==> src/shared/ict_defines.vh <==
// instruction timing constants: clocks, reads, writes per instruction group
// assumes a zero-wait-state bus of four clocks per cycle
`ifndef ICT_DEFINES_VH
`define ICT_DEFINES_VH
// operation codes on op_in
`define ICT_OP_W 5
`define ICT_OP_BIT_CHANGE 5'h00
`define ICT_OP_BIT_CLEAR 5'h01
`define ICT_OP_BIT_SET 5'h02
`define ICT_OP_BIT_TEST 5'h03
`define ICT_OP_BCOND 5'h04
`define ICT_OP_UNCOND_BRANCH 5'h05
`define ICT_OP_BRANCH_SUB 5'h06
`define ICT_OP_DEC_BRANCH 5'h07
`define ICT_OP_JUMP 5'h08
`define ICT_OP_JUMP_SUB 5'h09
`define ICT_OP_LOAD_ADDR 5'h0a
`define ICT_OP_PUSH_ADDR 5'h0b
`define ICT_OP_MULTI_M2R 5'h0c
`define ICT_OP_MULTI_R2M 5'h0d
`define ICT_OP_ALT_M2R 5'h0e
`define ICT_OP_ALT_R2M 5'h0f
`define ICT_OP_EXT_ADD 5'h10
`define ICT_OP_EXT_SUB 5'h11
`define ICT_OP_CMP_MEM 5'h12
`define ICT_OP_DEC_ADD 5'h13
`define ICT_OP_DEC_SUB 5'h14
// loop mode outcome
`define ICT_LOOP_NONE 2'h0
`define ICT_LOOP_CONT 2'h1
`define ICT_LOOP_TRUE 2'h2
`define ICT_LOOP_EXPIRED 2'h3
// field widths
`define ICT_CLK_W 8
`define ICT_CNT_W 6
`define ICT_N_W 5
// clocks per bus cycle without wait states
`define ICT_BUS_CLOCKS 8'h04
`define ICT_ONE 8'h01
`endif

==> src/hw/ict_timing.v <==
// instruction cycle timing: computes clocks and bus cycles per instruction,
// then counts the execution down. assumes op fields stable while start_in.
// Functional notes
// - result gives clocks, reads, writes; marked cases add address-calculation cost
// - dynamic memory bit ops: change/set 8, clear 10, test 4 clocks
// - register bit ops: 8/12, clear 10/14, test 6 dynamic clocks
// - branch taken 10; untaken byte 6, word 10; subroutine branch 18
// - decrement-branch: 10 clocks, or 16 with three reads on expiry with the condition false
// - indirect jump 8, jump-sub 16, load-address 4, push-address 12 clocks
// - multi-register alt_space_move_op scale with count n, long doubles per register
// - alternate-space alt_space_move_op take 18 clocks byte/word, 22 long
// - index register size never changes execution time
// - multiprecision figures are complete; no address-calculation cost is added
// - extended add/sub: 4/6 clocks registers, 18 or 30 memory
// - loop mode memory extended add/sub: 22, 28 or 26 clocks, long 32, 38 or 36
// - compare-memory 12 clocks, long 20, outside loop mode; decimal ops 6 register, 18 memory outside loop mode
`timescale 1ns/1ns
`include "ict_defines.vh"
module ict_timing (
	input wire clk_in,
	input wire rst_in,
	input wire start_in,
	input wire [4:0] op_in,
	input wire mem_in,
	input wire static_in,
	input wire long_in,
	input wire taken_in,
	input wire word_disp_in,
	input wire expired_in,
	input wire [1:0] loop_in,
	input wire [4:0] reg_count_in,
	input wire index_long_in,
	input wire [7:0] ea_clocks_in,
	input wire [5:0] ea_reads_in,
	input wire [5:0] ea_writes_in,
	input wire [7:0] wait_clocks_in,
	output reg [7:0] clocks_out,
	output reg [5:0] reads_out,
	output reg [5:0] writes_out,
	output reg busy_out,
	output reg done_out
);
	reg [7:0] base_clk;
	reg [5:0] base_rd;
	reg [5:0] base_wr;
	reg add_ea;
	reg [7:0] next_clocks;
	reg [7:0] remain;
	wire [7:0] n8 = {3'h0, reg_count_in};
	wire [5:0] n6 = {1'h0, reg_count_in};

	// choose byte/word figure or long figure
	function [7:0] sel;
		input l;
		input [7:0] a;
		input [7:0] b;
		begin
			sel = l ? b : a;
		end
	endfunction

	always @* begin
		base_clk = 8'h00;
		base_rd = 6'h00;
		base_wr = 6'h00;
		add_ea = 1'b0;
		case (op_in)
		`ICT_OP_BIT_CHANGE, `ICT_OP_BIT_SET, `ICT_OP_BIT_CLEAR: begin
			if (mem_in) begin
				base_clk = static_in ? 8'h0c : 8'h08;
				if (op_in == `ICT_OP_BIT_CLEAR)
					base_clk = base_clk + 8'h02;
				base_rd = static_in ? 6'h02 : 6'h01;
				base_wr = 6'h01;
				add_ea = 1'b1;
			end else begin
				base_clk = static_in ? 8'h0c : 8'h08;
				if (op_in == `ICT_OP_BIT_CLEAR)
					base_clk = base_clk + 8'h02;
				base_rd = static_in ? 6'h02 : 6'h01;
			end
		end
		`ICT_OP_BIT_TEST: begin
			if (mem_in) begin
				base_clk = static_in ? 8'h08 : 8'h04;
				base_rd = static_in ? 6'h02 : 6'h01;
				add_ea = 1'b1;
			end else begin
				base_clk = static_in ? 8'h0a : 8'h06;
				base_rd = static_in ? 6'h02 : 6'h01;
			end
		end
		`ICT_OP_BCOND, `ICT_OP_UNCOND_BRANCH: begin
			if (taken_in || op_in == `ICT_OP_UNCOND_BRANCH || word_disp_in) begin
				base_clk = 8'h0a;
				base_rd = 6'h02;
			end else begin
				base_clk = 8'h06;
				base_rd = 6'h01;
			end
		end
		`ICT_OP_BRANCH_SUB: begin
			base_clk = 8'h12;
			base_rd = 6'h02;
			base_wr = 6'h02;
		end
		`ICT_OP_DEC_BRANCH: begin
			// taken_in high means the condition is true
			if (!taken_in && expired_in) begin
				base_clk = 8'h10;
				base_rd = 6'h03;
			end else begin
				base_clk = 8'h0a;
				base_rd = 6'h02;
			end
		end
		`ICT_OP_JUMP: begin
			base_clk = 8'h08;
			base_rd = 6'h02;
		end
		`ICT_OP_JUMP_SUB: begin
			base_clk = 8'h10;
			base_rd = 6'h02;
			base_wr = 6'h02;
		end
		`ICT_OP_LOAD_ADDR: begin
			base_clk = 8'h04;
			base_rd = 6'h01;
		end
		`ICT_OP_PUSH_ADDR: begin
			base_clk = 8'h0c;
			base_rd = 6'h01;
			base_wr = 6'h02;
		end
		`ICT_OP_MULTI_M2R: begin
			// long indirect load form costs 24+8n, not 12+8n
			base_clk = long_in ? (8'h18 + (n8 << 3)) : (8'h0c + (n8 << 2));
			base_rd = long_in ? (6'h03 + (n6 << 1)) : (6'h03 + n6);
		end
		`ICT_OP_MULTI_R2M: begin
			base_clk = long_in ? (8'h08 + (n8 << 3)) : (8'h08 + (n8 << 2));
			base_rd = 6'h02;
			base_wr = long_in ? (n6 << 1) : n6;
		end
		`ICT_OP_ALT_M2R: begin
			base_clk = sel(long_in, 8'h12, 8'h16);
			base_rd = long_in ? 6'h04 : 6'h03;
		end
		`ICT_OP_ALT_R2M: begin
			base_clk = sel(long_in, 8'h12, 8'h16);
			base_rd = 6'h02;
			base_wr = long_in ? 6'h02 : 6'h01;
		end
		`ICT_OP_EXT_ADD, `ICT_OP_EXT_SUB: begin
			if (!mem_in) begin
				base_clk = sel(long_in, 8'h04, 8'h06);
				base_rd = 6'h01;
			end else begin
				case (loop_in)
				`ICT_LOOP_CONT: begin
					base_clk = sel(long_in, 8'h16, 8'h20);
					base_rd = long_in ? 6'h04 : 6'h02;
				end
				`ICT_LOOP_TRUE: begin
					base_clk = sel(long_in, 8'h1c, 8'h26);
					base_rd = long_in ? 6'h06 : 6'h04;
				end
				`ICT_LOOP_EXPIRED: begin
					base_clk = sel(long_in, 8'h1a, 8'h24);
					base_rd = long_in ? 6'h06 : 6'h04;
				end
				default: begin
					base_clk = sel(long_in, 8'h12, 8'h1e);
					base_rd = long_in ? 6'h05 : 6'h03;
				end
				endcase
				base_wr = long_in ? 6'h02 : 6'h01;
			end
		end
		`ICT_OP_CMP_MEM: begin
			// postincrement forms only; no write
			case (loop_in)
			`ICT_LOOP_CONT: begin
				base_clk = sel(long_in, 8'h0e, 8'h18);
				base_rd = long_in ? 6'h04 : 6'h02;
			end
			`ICT_LOOP_TRUE: begin
				base_clk = sel(long_in, 8'h14, 8'h1e);
				base_rd = long_in ? 6'h06 : 6'h04;
			end
			`ICT_LOOP_EXPIRED: begin
				base_clk = sel(long_in, 8'h12, 8'h1a);
				base_rd = long_in ? 6'h06 : 6'h04;
			end
			default: begin
				base_clk = sel(long_in, 8'h0c, 8'h14);
				base_rd = long_in ? 6'h05 : 6'h03;
			end
			endcase
		end
		`ICT_OP_DEC_ADD, `ICT_OP_DEC_SUB: begin
			if (!mem_in) begin
				base_clk = 8'h06;
				base_rd = 6'h01;
			end else begin
				case (loop_in)
				`ICT_LOOP_CONT: begin
					base_clk = 8'h18;
					base_rd = 6'h02;
				end
				`ICT_LOOP_TRUE: begin
					base_clk = 8'h1e;
					base_rd = 6'h04;
				end
				`ICT_LOOP_EXPIRED: begin
					base_clk = 8'h1c;
					base_rd = 6'h04;
				end
				default: begin
					base_clk = 8'h12;
					base_rd = 6'h03;
				end
				endcase
				base_wr = 6'h01;
			end
		end
		default: begin
			base_clk = 8'h00;
		end
		endcase
		// index_long_in is deliberately unused in every figure
		// multiprecision figures never take the address term
		next_clocks = base_clk + wait_clocks_in;
		if (add_ea)
			next_clocks = next_clocks + ea_clocks_in;
	end

	always @(posedge clk_in) begin
		if (rst_in) begin
			clocks_out <= 8'h00;
			reads_out <= 6'h00;
			writes_out <= 6'h00;
			busy_out <= 1'b0;
			done_out <= 1'b0;
			remain <= 8'h00;
		end else begin
			done_out <= 1'b0;
			if (start_in && !busy_out && next_clocks != 8'h00) begin
				clocks_out <= next_clocks;
				reads_out <= add_ea ? base_rd + ea_reads_in : base_rd;
				writes_out <= add_ea ? base_wr + ea_writes_in : base_wr;
				remain <= next_clocks - `ICT_ONE;
				busy_out <= 1'b1;
			end else if (busy_out) begin
				if (remain == `ICT_ONE || remain == 8'h00) begin
					busy_out <= 1'b0;
					done_out <= 1'b1;
				end
				remain <= remain - `ICT_ONE;
			end
		end
	end
endmodule

==> config.mk <==
export PLATFORM = sky130hd
export DESIGN_NAME = ict_timing
export DESIGN_NICKNAME = d
export VERILOG_FILES = /design/src/hw/ict_timing.v
export VERILOG_INCLUDE_DIRS = /design/src /design/src/shared
export SDC_FILE = /design/constraint.sdc
export NUM_CORES = 1
export LEC_CHECK = 0
export ABC_AREA = 1
export BUFFER_PORTS_ARGS = -buffer_cell sky130_fd_sc_hd__buf_2
export CAP_MARGIN = 10
export CELL_PAD_IN_SITES_DETAIL_PLACEMENT = 0
export CELL_PAD_IN_SITES_GLOBAL_PLACEMENT = 1
export CORE_UTILIZATION = 40
export CTS_CLUSTER_SIZE = 25
export DETAILED_ROUTE_END_ITERATION = 10
export GPL_TIMING_DRIVEN = 1
export HOLD_SLACK_MARGIN = 0.08
export PLACE_DENSITY = 0.82
export SLEW_MARGIN = 20
export SYNTH_ARGS = -nofsm -noshare
export SYNTH_HDL_FRONTEND = slang
export SYNTH_SLANG_ARGS = --single-unit
==> constraint.sdc <==
create_clock -name clk_in -period 11.1 [get_ports clk_in]
set_input_delay 2.22 -clock clk_in [delete_from_list [all_inputs] [get_ports clk_in]]
set_output_delay 2.22 -clock clk_in [all_outputs]
set_load 0.05 [all_outputs]
# Word level (Yosys, flattened, before mapping)

Cells that the tools add are included.

Register bits after elaboration: 30
Bits of input ports: 50
Output and inout bits: 22
Logic and storage cells: 122

Add/subtract/negate cells: 13
Equal/unequal tests: 24
Muxes and demuxes: 54
Bitwise operators: 1
Reductions and logical operators: 24

Operators by type and width:

| kind                                             | count |
|---|---|
| one-hot mux 8 bit (15 select lines)              | 1 |
| one-hot mux 6 bit (10 select lines)              | 1 |
| two-way mux 6 bit                                | 8 |
| == test 5 x 4 -> 1 bit, second input constant    | 8 |
| two-way mux 8 bit                                | 5 |
| one-hot mux 6 bit (5 select lines)               | 1 |
| two-way mux 4 bit                                | 7 |
| == test 5 bit, second input constant             | 5 |
| two-way mux 5 bit                                | 5 |
| two-way mux 3 bit                                | 7 |
| == test 5 x 3 -> 1 bit, second input constant    | 4 |
| one-hot mux 6 bit (3 select lines)               | 1 |
| adder 4 x 7 -> 8 bit, first input constant       | 2 |
| adder 8 bit                                      | 2 |
| subtractor 8 x 1 -> 8 bit, second input constant | 2 |
| one-hot mux 5 bit (3 select lines)               | 1 |
| adder 6 bit                                      | 2 |
| two-way mux 2 bit                                | 6 |
| one-hot mux 3 bit (2 select lines)               | 2 |
| one-hot mux 4 bit (3 select lines)               | 1 |
| OR reduction 2 bit                               | 6 |
| == test 5 x 2 -> 1 bit, second input constant    | 2 |
| OR reduction 5 bit                               | 2 |
| OR reduction 3 bit                               | 3 |
| 19 further kinds                                 | 32 |

# Depth between registers and ports, before layout

Gate-level depths: netlist of the first run.

Depth after elaboration: 11
Mapped depth: 34
Gate-level depth less buffers: 34

# Least setup slack after synthesis of the first run

Ideal clock, no wire load.

Path type: input to register
From: in long_in
To: reg reads_out[2]
Setup time: 0.129 ns
Data arrival time: 5.699 ns
Required time: 10.971 ns
Slack: 5.272 ns
Cell stages on the path: 27
Buffers on the path: 2
Cells stage by stage: inv_1 clkbuf_1 ha_1 nor2_1 a211oi_1 a2111oi_0 nand4_1 ha_1 nand2_1 nand2_1 nand2_1 nand4_1 and2_1 ha_1 nand2_1 inv_1 a21oi_1 nand2_1 nand2_1 nand3_1 nand3_1 nand2_4 a21oi_4 buf_6 nand2_1 o21ai_1 nor2_1

Word-level cells in the longest chain between the ends: 9
Elaborated cells between the ends (all ways): 31
Those cells by class: add/sub (3); mux (26); reduce/logical (2)

Ends and longest elaborated chain:

| what                                                   | RTL line         | RTL |
|---|---|---|
| start: declaration                                     | ict_timing.v:26  | `input wire long_in,` |
| two-way mux 6 bit or two-way mux 4 bit (tied branches) | ict_timing.v:58  | `sel = l ? b : a;` |
| one-hot mux 6 bit (3 select lines)                     | ict_timing.v:159 | `case (loop_in)` |
| two-way mux 6 bit                                      | ict_timing.v:155 | `if (!mem_in) begin` |
| one-hot mux 8 bit (15 select lines)                    | ict_timing.v:67  | `case (op_in)` |
| adder 8 bit                                            | ict_timing.v:233 | `next_clocks = base_clk + wait_clocks_in;` |
| adder 8 bit                                            | ict_timing.v:235 | `next_clocks = next_clocks + ea_clocks_in;` |
| two-way mux 8 bit                                      | ict_timing.v:234 | `if (add_ea)` |
| nonzero test 8 bit                                     | ict_timing.v:248 | `if (start_in && !busy_out && next_clocks != 8'h00) begin` |
| logical AND 1 bit                                      | ict_timing.v:248 |  |
| end signal: assignment                                 | ict_timing.v:250 | `reads_out <= add_ea ? base_rd + ea_reads_in : base_rd;` |
| end: declaration                                       | ict_timing.v:38  | `output reg [5:0] reads_out,` |

Parallel ways exist; a longest one is shown, timed or not.
A chain may end at the register's enable or synchronous reset.

# Worst setup path in the final report of the first run

From: in long_in
To: reg writes_out[2]

Word-level cells in the longest chain between the ends: 9
Elaborated cells between the ends (all ways): 27
Those cells by class: add/sub (3); mux (22); reduce/logical (2)

Ends and longest elaborated chain:

| what                                                   | RTL line         | RTL |
|---|---|---|
| two-way mux 6 bit or two-way mux 4 bit (tied branches) | ict_timing.v:58  |  |
| one-hot mux 6 bit (3 select lines)                     | ict_timing.v:159 |  |
| two-way mux 6 bit                                      | ict_timing.v:155 |  |
| one-hot mux 8 bit (15 select lines)                    | ict_timing.v:67  |  |
| adder 8 bit                                            | ict_timing.v:233 |  |
| adder 8 bit                                            | ict_timing.v:235 |  |
| two-way mux 8 bit                                      | ict_timing.v:234 |  |
| nonzero test 8 bit                                     | ict_timing.v:248 |  |
| logical AND 1 bit                                      | ict_timing.v:248 |  |
| end signal: assignment                                 | ict_timing.v:251 | `writes_out <= add_ea ? base_wr + ea_writes_in : base_wr;` |
| end: declaration                                       | ict_timing.v:39  | `output reg [5:0] writes_out,` |

Parallel ways exist; a longest one is shown, timed or not.

==> results of run 1 <==
-- worst paths after layout --
| path | from | end | slack [ps] |
|---|---|---|---|
| worst max-delay path | long_in | writes_out[2] | 3860 |
| worst max register to register | busy_out | remain[6] | 9370 |
| worst min-delay path | writes_out[0] | writes_out[0] | 470 |
| worst min register to register | writes_out[0] | writes_out[0] | 470 |
-- per-layer routing --
| layer | track usage (%) | vias up | part of all wire [%] |
|---|---|---|---|
| met5 | 0 | - | 0 |
| met4 | 5.574 | 0 | 1.5 |
| met3 | 2.553 | 13 | 4.1 |
| met2 | 38.51 | 96 | 47 |
| met1 | 27.68 | 1901 | 47 |
| li1 | - | 2250 | - |
-- logic make-up (layout without fill, tap and decap cells) --
group / Yosys count / after routing
xor gates and xnor gates: 18 / 18
and+or+nand+nor: 362 / 362
adders and majority gates: 38 / 38
DFF: 30 / 30
AOI/OAI and AO/OA: 97 / 97
buffers and inverters: 101 / 164
-- worst max-delay path, cell delays in order --
cell	delay, ps
sky130_fd_sc_hd__buf_2	310
sky130_fd_sc_hd__inv_1	440
sky130_fd_sc_hd__ha_1	350
sky130_fd_sc_hd__nor2_1	150
sky130_fd_sc_hd__a211oi_1	60
sky130_fd_sc_hd__a2111oi_0	740
sky130_fd_sc_hd__nand4_1	210
sky130_fd_sc_hd__ha_1	400
sky130_fd_sc_hd__nand2_1	90
sky130_fd_sc_hd__nand2_1	60
sky130_fd_sc_hd__nand2_1	80
sky130_fd_sc_hd__nand4_1	120
sky130_fd_sc_hd__and2_1	190
sky130_fd_sc_hd__ha_1	320
sky130_fd_sc_hd__nand2_1	90
sky130_fd_sc_hd__inv_1	40
sky130_fd_sc_hd__a21oi_1	180
sky130_fd_sc_hd__nand2_1	70
sky130_fd_sc_hd__nand2_1	60
sky130_fd_sc_hd__nand3_1	130
sky130_fd_sc_hd__nand3_1	170
sky130_fd_sc_hd__nand2_4	100
sky130_fd_sc_hd__a21oi_4	530
sky130_fd_sc_hd__nand2_1	110
sky130_fd_sc_hd__o21ai_0	100
sky130_fd_sc_hd__nor2_1	50
-- power groups by stage --
stage / clock network [uW] / logic, uW / registers [uW]
after CTS: 94.1 / 247 / 130
after detailed placement: 0 / 245 / 133
after global placement: 0 / 242 / 132
final: 91.8 / 246 / 130
after global routing: 100 / 279 / 132
after floorplan: 0 / 169 / 156
-- registers in the layout, summed over array words and instances, names as in the netlist --
register / cells
done_out: 1
remain: 8
busy_out: 1
clocks_out: 8
reads_out: 6
writes_out: 6
-- cells in the final DEF, fill, tap and decap left out, types with 2 or more instances in the layout --
cell	n
sky130_fd_sc_hd__inv_1	80
sky130_fd_sc_hd__clkbuf_8	6
sky130_fd_sc_hd__o211ai_1	2
sky130_fd_sc_hd__a21oi_2	2
sky130_fd_sc_hd__fa_1	4
sky130_fd_sc_hd__xor2_1	8
sky130_fd_sc_hd__nor2_2	2
sky130_fd_sc_hd__a21oi_1	30
sky130_fd_sc_hd__nor2_4	4
sky130_fd_sc_hd__buf_2	70
sky130_fd_sc_hd__nand3_1	50
sky130_fd_sc_hd__nand3_2	2
sky130_fd_sc_hd__nand2_4	2
sky130_fd_sc_hd__nor3_1	15
sky130_fd_sc_hd__nand2_8	2
sky130_fd_sc_hd__a211oi_1	6
sky130_fd_sc_hd__a2111oi_0	2
sky130_fd_sc_hd__nor4_1	4
sky130_fd_sc_hd__o22ai_1	5
sky130_fd_sc_hd__nand2_2	5
sky130_fd_sc_hd__nand3_4	2
sky130_fd_sc_hd__inv_2	5
sky130_fd_sc_hd__dfxtp_1	30
sky130_fd_sc_hd__nand4_1	11
sky130_fd_sc_hd__xnor2_1	10
sky130_fd_sc_hd__nand3b_1	6
sky130_fd_sc_hd__o32ai_1	2
sky130_fd_sc_hd__ha_1	34
sky130_fd_sc_hd__o21ai_1	5
sky130_fd_sc_hd__o21ai_0	30
sky130_fd_sc_hd__a31oi_1	3
sky130_fd_sc_hd__nand2_1	165
sky130_fd_sc_hd__nor2_1	85
-- cells in the mapped netlist (6+ instances only) --
cell type,number,area share (%)
sky130_fd_sc_hd__xnor2_1,10,2.2
sky130_fd_sc_hd__dfxtp_1,30,15
sky130_fd_sc_hd__ha_1,34,11
sky130_fd_sc_hd__clkbuf_1,7,0.67
sky130_fd_sc_hd__inv_1,80,7.6
sky130_fd_sc_hd__nand2_1,165,16
sky130_fd_sc_hd__nand3_1,50,6.4
sky130_fd_sc_hd__nor2_1,85,8.1
sky130_fd_sc_hd__nor3_1,15,1.9
sky130_fd_sc_hd__a21oi_1,30,3.8
sky130_fd_sc_hd__o21ai_0,30,3.8
sky130_fd_sc_hd__a211oi_1,6,1.1
sky130_fd_sc_hd__nand3b_1,6,1.1
sky130_fd_sc_hd__nand4_1,11,1.8
sky130_fd_sc_hd__xor2_1,8,1.8
-- area by class of cell --
cell class              instances  area [sq um]
clock buffers                   6         82.58
clock inverters                 2         12.51
fillers                      1063          4941
inverters                      86         322.8
multi-input cells             515          2900
flip-flops and latches         30         600.6
well taps                     129         161.4
repair buffers                 70         350.3
-- stage by stage --
step | hold WS (ps) | cells | utilization [%]
6_report | 471.5 | 838 | 47.28
5_1_grt | 498.5 | 838 | 47.28
4_1_cts | 472.2 | 838 | 47.28
3_5_place_dp | 461.3 | 830 | 46.26
3_3_place_gp | 455.8 | 830 | 46.26
2_1_floorplan | 474.2 | 646 | -
==> summary.md, run 1 <==
The run finished with clean final reports. The per-cell via count in the routed design is 5.084. The horizontal extent of the die is 101.1 um, and the proportion of power drawn by the clock network is 19.6%.

The logs give 50.78 uV for the worst supply voltage drop on vdd and 0 for the max-cap violation count. From synthesis to final layout, the design area changed by 12.70%. Once the clock tree was built, the setup fixing pass inserted 0 buffers.

For this block, the routed nets add up to 10.76 mm of wire. The logs give 185 for the starting DRC count in detailed routing and 3693 ps for the pre-CTS setup slack. The average footprint of a synthesized cell works out to 6.086 sq um. The region available for standard cell placement spans 0.009371 sq mm. The leakage power total was 0.002334 uW; the power density of the placed cells was 105.7 mW/mm^2. The critical path in this run is classified as input pin to register. Global routing used 21.65% of the available tracks. Of all flip-flops after synthesis, the portion carrying an async set or reset was 0%.

When the netlist entered floorplanning its net count stood at 734. The via count of the first global-routing pass was 3948. The finished layout cell area was 0.004431 sq mm. The maximum fanout along the worst path came out at 25. For the number of design rule violations left after detail routing, the log shows 0. Clock-pin slew was measured on the worst setup and hold paths at 70 ps. STA classifies the critical path startpoint as an input pin. The ratio of final minimum period to clock period works out to 65.26%.

TritonCTS built the clock tree. Fraction of layout instances using a drive strength above 1: 15.23%. After the last flow step, the layout net total stands at 796.

Yosys mapped a number of flops with a built-in enable equal to 0. Number of endpoints with negative hold slack in the final report: 0. During placement, the flow inserted port buffers numbering 70. The mux contribution to synthesized area came out at 0%. Adding up every negative setup slack in the final design gives 0 ps. The number of storage elements in the synthesis netlist was 30; the sequential share of power was 27.8%.

The tools report the level count of the clock H-tree as 2. The worst-case headroom to the max-slew limit came out at 46.50%. The prevailing post-synth register cell was sky130_fd_sc_hd__dfxtp_1.

The HPWL after detailed placement is 8.680 mm. The net switching share of the total power is 45.51%, and the area of the die is 0.01023 sq mm. Critical path arrival: 7410 ps. Buffer depth of the longest clock path: 2. Routability-driven placement finished with a final weighted congestion of 0.9150. The area after detailed placement is 0.004335 sq mm.

Measured along the y axis, the die boundary spans 101.1 um. Of the total synthesized cell area, the portion taken by full adders, half adders and majority gates is 12.86%. Based on the critical path, the design can be clocked at up to 0.1381 GHz. Counting every instance in the synthesized netlist gives 646. The number of antenna violations at the first check in global routing came out at 0. The tools report the count of antenna diodes in the layout as 0. The logs give 11270 ps for the data required time of the worst path and 15.28% for the sequential share of the synthesized area. After clock tree synthesis, the flow added hold-fix buffers numbering 0.

The simple-gate share of the synthesized area is 42.14%, and the number of instances resized during post-cts repair is 0. Of the total synthesized cell area, the portion taken by XOR and XNOR cells is 4.010%. The post-detailed-route count of antenna-violating nets is 0. The clock reaches the later pin of the worst-skew pair after 280 ps. STA classifies the critical path endpoint as a register.

In this run, CTS created clock tree buffers numbering 5. After layout, the minimum clock period comes to 7244 ps. The detailed router placed 4260 vias in this run.

Setup repair after global routing left no endpoint under its margin. The worst hold path stage count is 2, and the share of power burned in combinational logic is 52.6%. By area, the combinational part of the netlist is dominated by simple AND/OR/NAND/NOR gates. For this run the aggregate overflow at the end of global routing stands at 0. The logs give 0 for the final setup violation count and 30 for the TritonCTS sink count.

The number of primary I/O pins is 72. The min-delay analysis places its worst path in the category register to register. The first global-routing pass estimated 17.83 mm of wire. The initial utilization of the core area, before any placement, comes to 41.95%. The logs give 3.859 ps for the worst-case clock skew and 3856 ps for the final critical-path setup slack. After synthesis the cells add up to 0.003931 sq mm. The max-slew violation count is 0. The number of different library cells used by synthesis comes to 53. The worst register-to-register path has a depth of 7. For this run, the number of Yosys warnings is 0. The average wire length per cell after detail routing works out to 12.84 um. The synthesized-area fraction occupied by ao, oa, aoi and oai cells works out to 14.77%. The number of optimization iterations in the first detailed-route pass was 4; the measured slew at the worst slew-check pin was 795.1 ps. For the total net switching power, the log shows 213.0 uW. Root buffer selected by CTS: sky130_fd_sc_hd__clkbuf_8. Entering global routing, the biggest net connects 28 pins.

The sum of internal, switching and leakage power came out at 468.1 uW. Internal power comes to 255.1 uW. In this run the core area contains 35 standard-cell rows.
Power figures use the tool's default switching activity.
==> run 2: changes to the inputs <==
--- a/config.mk
+++ b/config.mk
@@ -11,12 +11,12 @@
 export CAP_MARGIN = 10
 export CELL_PAD_IN_SITES_DETAIL_PLACEMENT = 0
 export CELL_PAD_IN_SITES_GLOBAL_PLACEMENT = 1
-export CORE_UTILIZATION = 40
+export CORE_UTILIZATION = 36
 export CTS_CLUSTER_SIZE = 25
 export DETAILED_ROUTE_END_ITERATION = 10
 export GPL_TIMING_DRIVEN = 1
 export HOLD_SLACK_MARGIN = 0.08
-export PLACE_DENSITY = 0.82
+export PLACE_DENSITY = 0.78
 export SLEW_MARGIN = 20
 export SYNTH_ARGS = -nofsm -noshare
 export SYNTH_HDL_FRONTEND = slang
==> constraint.sdc (replaced) <==
create_clock -name clk_in -period 6.1 [get_ports clk_in]
set_input_delay 1.22 -clock clk_in [delete_from_list [all_inputs] [get_ports clk_in]]
set_output_delay 1.22 -clock clk_in [all_outputs]
set_load 0.05 [all_outputs]
==> run 2 against run 1 <==
Effect of this change:
- worst hold slack gained 0.94 ps
- clock-buffer cell count is the same
- global-route usage is 2.0 points lower
- total power increased by 82%
- largest cell class unchanged
- via count grew 0.85%
==> summary.md, run 2 (synthesis results as in run 1) <==
Total net switching power: 386.5 uW (+81%). The startpoint identified for the worst hold timing path is writes_out[0]. The final net count is 800 (+0.50%), and the length in cells of the worst reg-to-reg path is 7 (unchanged). The share of power burned in combinational logic came out at 52.8% (+0.2 points). The pre-CTS setup slack is 292.3 ps (-3400 ps). The tools report the worst flop-to-flop path startpoint as busy_out. For the data required time of the worst path, the log shows 6270 ps (-5000 ps). The worst hold path stage count is 2 (unchanged). Dividing the final minimum period by the clock period gives 90.96%. The library cells used most frequently in the layout, excluding fill and tap cells, are sky130_fd_sc_hd__nand2_1, sky130_fd_sc_hd__nor2_1, sky130_fd_sc_hd__inv_1. The area of the core was 0.01046 sq mm (+12%). For the TritonCTS sink count, the log shows 30 (unchanged).

The logs give 27.8% (about the same) for the sequential share of power and 104.5 uV (+110%) for the worst supply voltage drop on vdd. The final setup violation count is 0 (unchanged), and the worst-case clock skew is 0.7966 ps (-3.062 ps). The sum of internal, switching and leakage power was 853.6 uW (+82%).

The flow ran to the end, and the final reports show no timing, DRC or antenna violations. The floorplan die height was 106.5 um (+5.3%). For the worst hold slack, the log shows 472.5 ps (+0.9370 ps). The run gives 0.004471 sq mm (+0.90%) as the finished layout cell area. The average wire length per cell after detail routing was 12.76 um (-0.61%).

The tools report the proportion of power drawn by the clock network as 19.4% (-0.2 points). In this run the clock root is driven by a sky130_fd_sc_hd__clkbuf_8. The pin count of the biggest net entering global routing was 28 (unchanged).

The count of antenna diodes in the layout was 0 (unchanged); the fraction of layout instances using a drive strength above 1 was 15.71% (+0.48 points). The last weighted congestion value of the routability-driven placer came out at 0.9513 (+4.0%). STA classifies the critical path endpoint as a register. Based on the critical path, the design can be clocked at up to 0.1802 GHz.

The sum of routed wire length over all layers is 10.84 mm (+0.70%), and the max-cap violation count is 0 (unchanged). The per-cell via count in the routed design was 5.060 (-0.46%). The maximum single-stage delay on the critical path is 710 ps (-30 ps). Subtracting the final worst setup slack from the clock period gives 5549 ps. By instance count, the cell type seen most on the critical path is sky130_fd_sc_hd__nand2_1. The tools report the number of primary I/O pins as 72 (unchanged). Critical path start-end classification: input pin to register. The via count of the first global-routing pass came out at 3951 (+0.076%).

TritonCTS built the clock tree. The worst setup path is launched from an input pin. For the reg-to-reg setup timing slack, the log shows 4360 ps (-5010 ps).

In the final layout, the registers with the most flip-flops are clocks_out (8), remain (8). The starting DRC count in detailed routing was 225 (+22%); the max-slew violation count was 0 (unchanged). Level count of the clock H-tree: 2 (unchanged). Power density of the placed cells: 190.9 mW/mm^2 (+81%). The worst register-to-register path ends at remain[5]. The horizontal extent of the die is 106.5 um (+5.3%), and the area after detailed placement is 0.004374 sq mm (+0.89%).

The number of endpoints with negative hold slack in the final report came out at 0 (unchanged). Global-route congestion overflow total: 0 (unchanged). The critical path arrival was 5720 ps (-1690 ps). The count of buffers inserted at the top-level ports was 70 (unchanged); the filler cell count in the final layout was 1166 (+9.7%).

The total half-perimeter wirelength after legalization and detailed placement came out at 8.999 mm (+3.7%). The leakage power total is 0.002354 uW (+0.84%). The total routing resource utilization after global routing was 19.64% (-2.0 points); the measured slew at the worst slew-check pin was 749.1 ps (-46.05 ps). The maximum fanout along the worst path is 27 (+8.0%).

Compared with the post-synthesis result, the final layout area differs by 13.72%. The net switching share of the total power is 45.29% (-0.22 points), and the number of design rule violations left after detail routing is 0 (unchanged). The final critical-path setup slack was 551.2 ps (-3305 ps). For hold timing, the worst endpoint is writes_out[0]. For this design, the slowest cell found on the critical path is sky130_fd_sc_hd__a2111oi_0.

For the total via count after detailed routing, the log shows 4296 (+0.85%). Setup repair after global routing left no endpoint under its margin. The post-detailed-route count of antenna-violating nets was 0 (unchanged).

The clock slew seen by the registers of the worst setup and hold paths is 60 ps (about the same). Leaving out fill and tap cells, the most frequent cell in the layout is sky130_fd_sc_hd__nand2_1. The number of antenna violations at the first check in global routing was 0 (unchanged); the number of optimization iterations in the first detailed-route pass was 5 (+1).

The number of CTS-inserted buffers was 5 (unchanged); the first-pass GRT wire length was 18.21 mm (+2.1%). Summed negative setup slack over all endpoints: 0 ps (unchanged). The run gives 280 ps (about the same) as the clock latency on the worst-skew pair. The internal power of the cells was 467.0 uW (+83%). The logs give 48.77% (+2.3 points) for the worst-case headroom to the max-slew limit and 2 (unchanged) for the buffer depth of the longest clock path. The area of the die was 0.01134 sq mm (+11%). The site row count came out at 37 (+5.7%). The worst hold path belongs to the class register to register. Starting utilization of the core area: 37.57% (-4.4 points).
==> run 2: per-layer routing <==
metal	vias to the layer above	track usage, %	share of wire (%)
met3	12	1.717	3.0
met4	0	3.131	0.96
met2	78	35.62	49
li1	2258	-	-
met1	1948	25.50	48
met5	-	0	0
==> run 2: cell type report <==
cell class              count  area (sq um)  share of cell area [%]
well taps                 136         170.2                   3.806
inverters                  86         322.8                   7.221
clock buffers               6         82.58                   1.847
repair buffers             74         380.4                   8.508
multi-input cells         515          2902                   64.90
flip-flops and latches     30         600.6                   13.43
clock inverters             2         12.51                  0.2799
==> run 2: repair_timing <==
item / CTS / global route
hold buffers: 0 / 0
gates resized for setup: 0 / 1
setup endpoints to repair: 0 / 7
buffers inserted: 0 / 0
==> run 2: critical path, delay by kind of cell <==
family / cells / cell delay (ps)
adders and majority gates: 3 / 1070
buffers and inverters: 5 / 500
AOI/OAI and AO/OA: 4 / 1200
and+or+nand+nor: 16 / 1720
==> run 2: power by group through the flow <==
stage	Combinational, uW	Sequential (uW)	Clock, uW
after floorplan	307	285	0
after global placement	446	241	0
after detailed placement	451	242	0
after CTS	453	238	170
after global routing	511	240	179
final	451	237	166
==> run 2: metrics by stage <==
step	instances	util (%)
after floorplan	646	-
after global placement	841	41.81
after detailed placement	841	41.81
after CTS	849	42.72
after global routing	849	42.73
final	849	42.73
==> run 2: worst max path at each step <==
stage | start | to | cells past startpoint
global route | reg_count_in[1] | remain[3] | 30
finish | op_in[1] | remain[5] | 28
detailed placement | reg_count_in[0] | remain[2] | 29
floorplan | long_in | reads_out[2] | 27
CTS | reg_count_in[0] | remain[5] | 29
global placement | reg_count_in[0] | remain[2] | 29
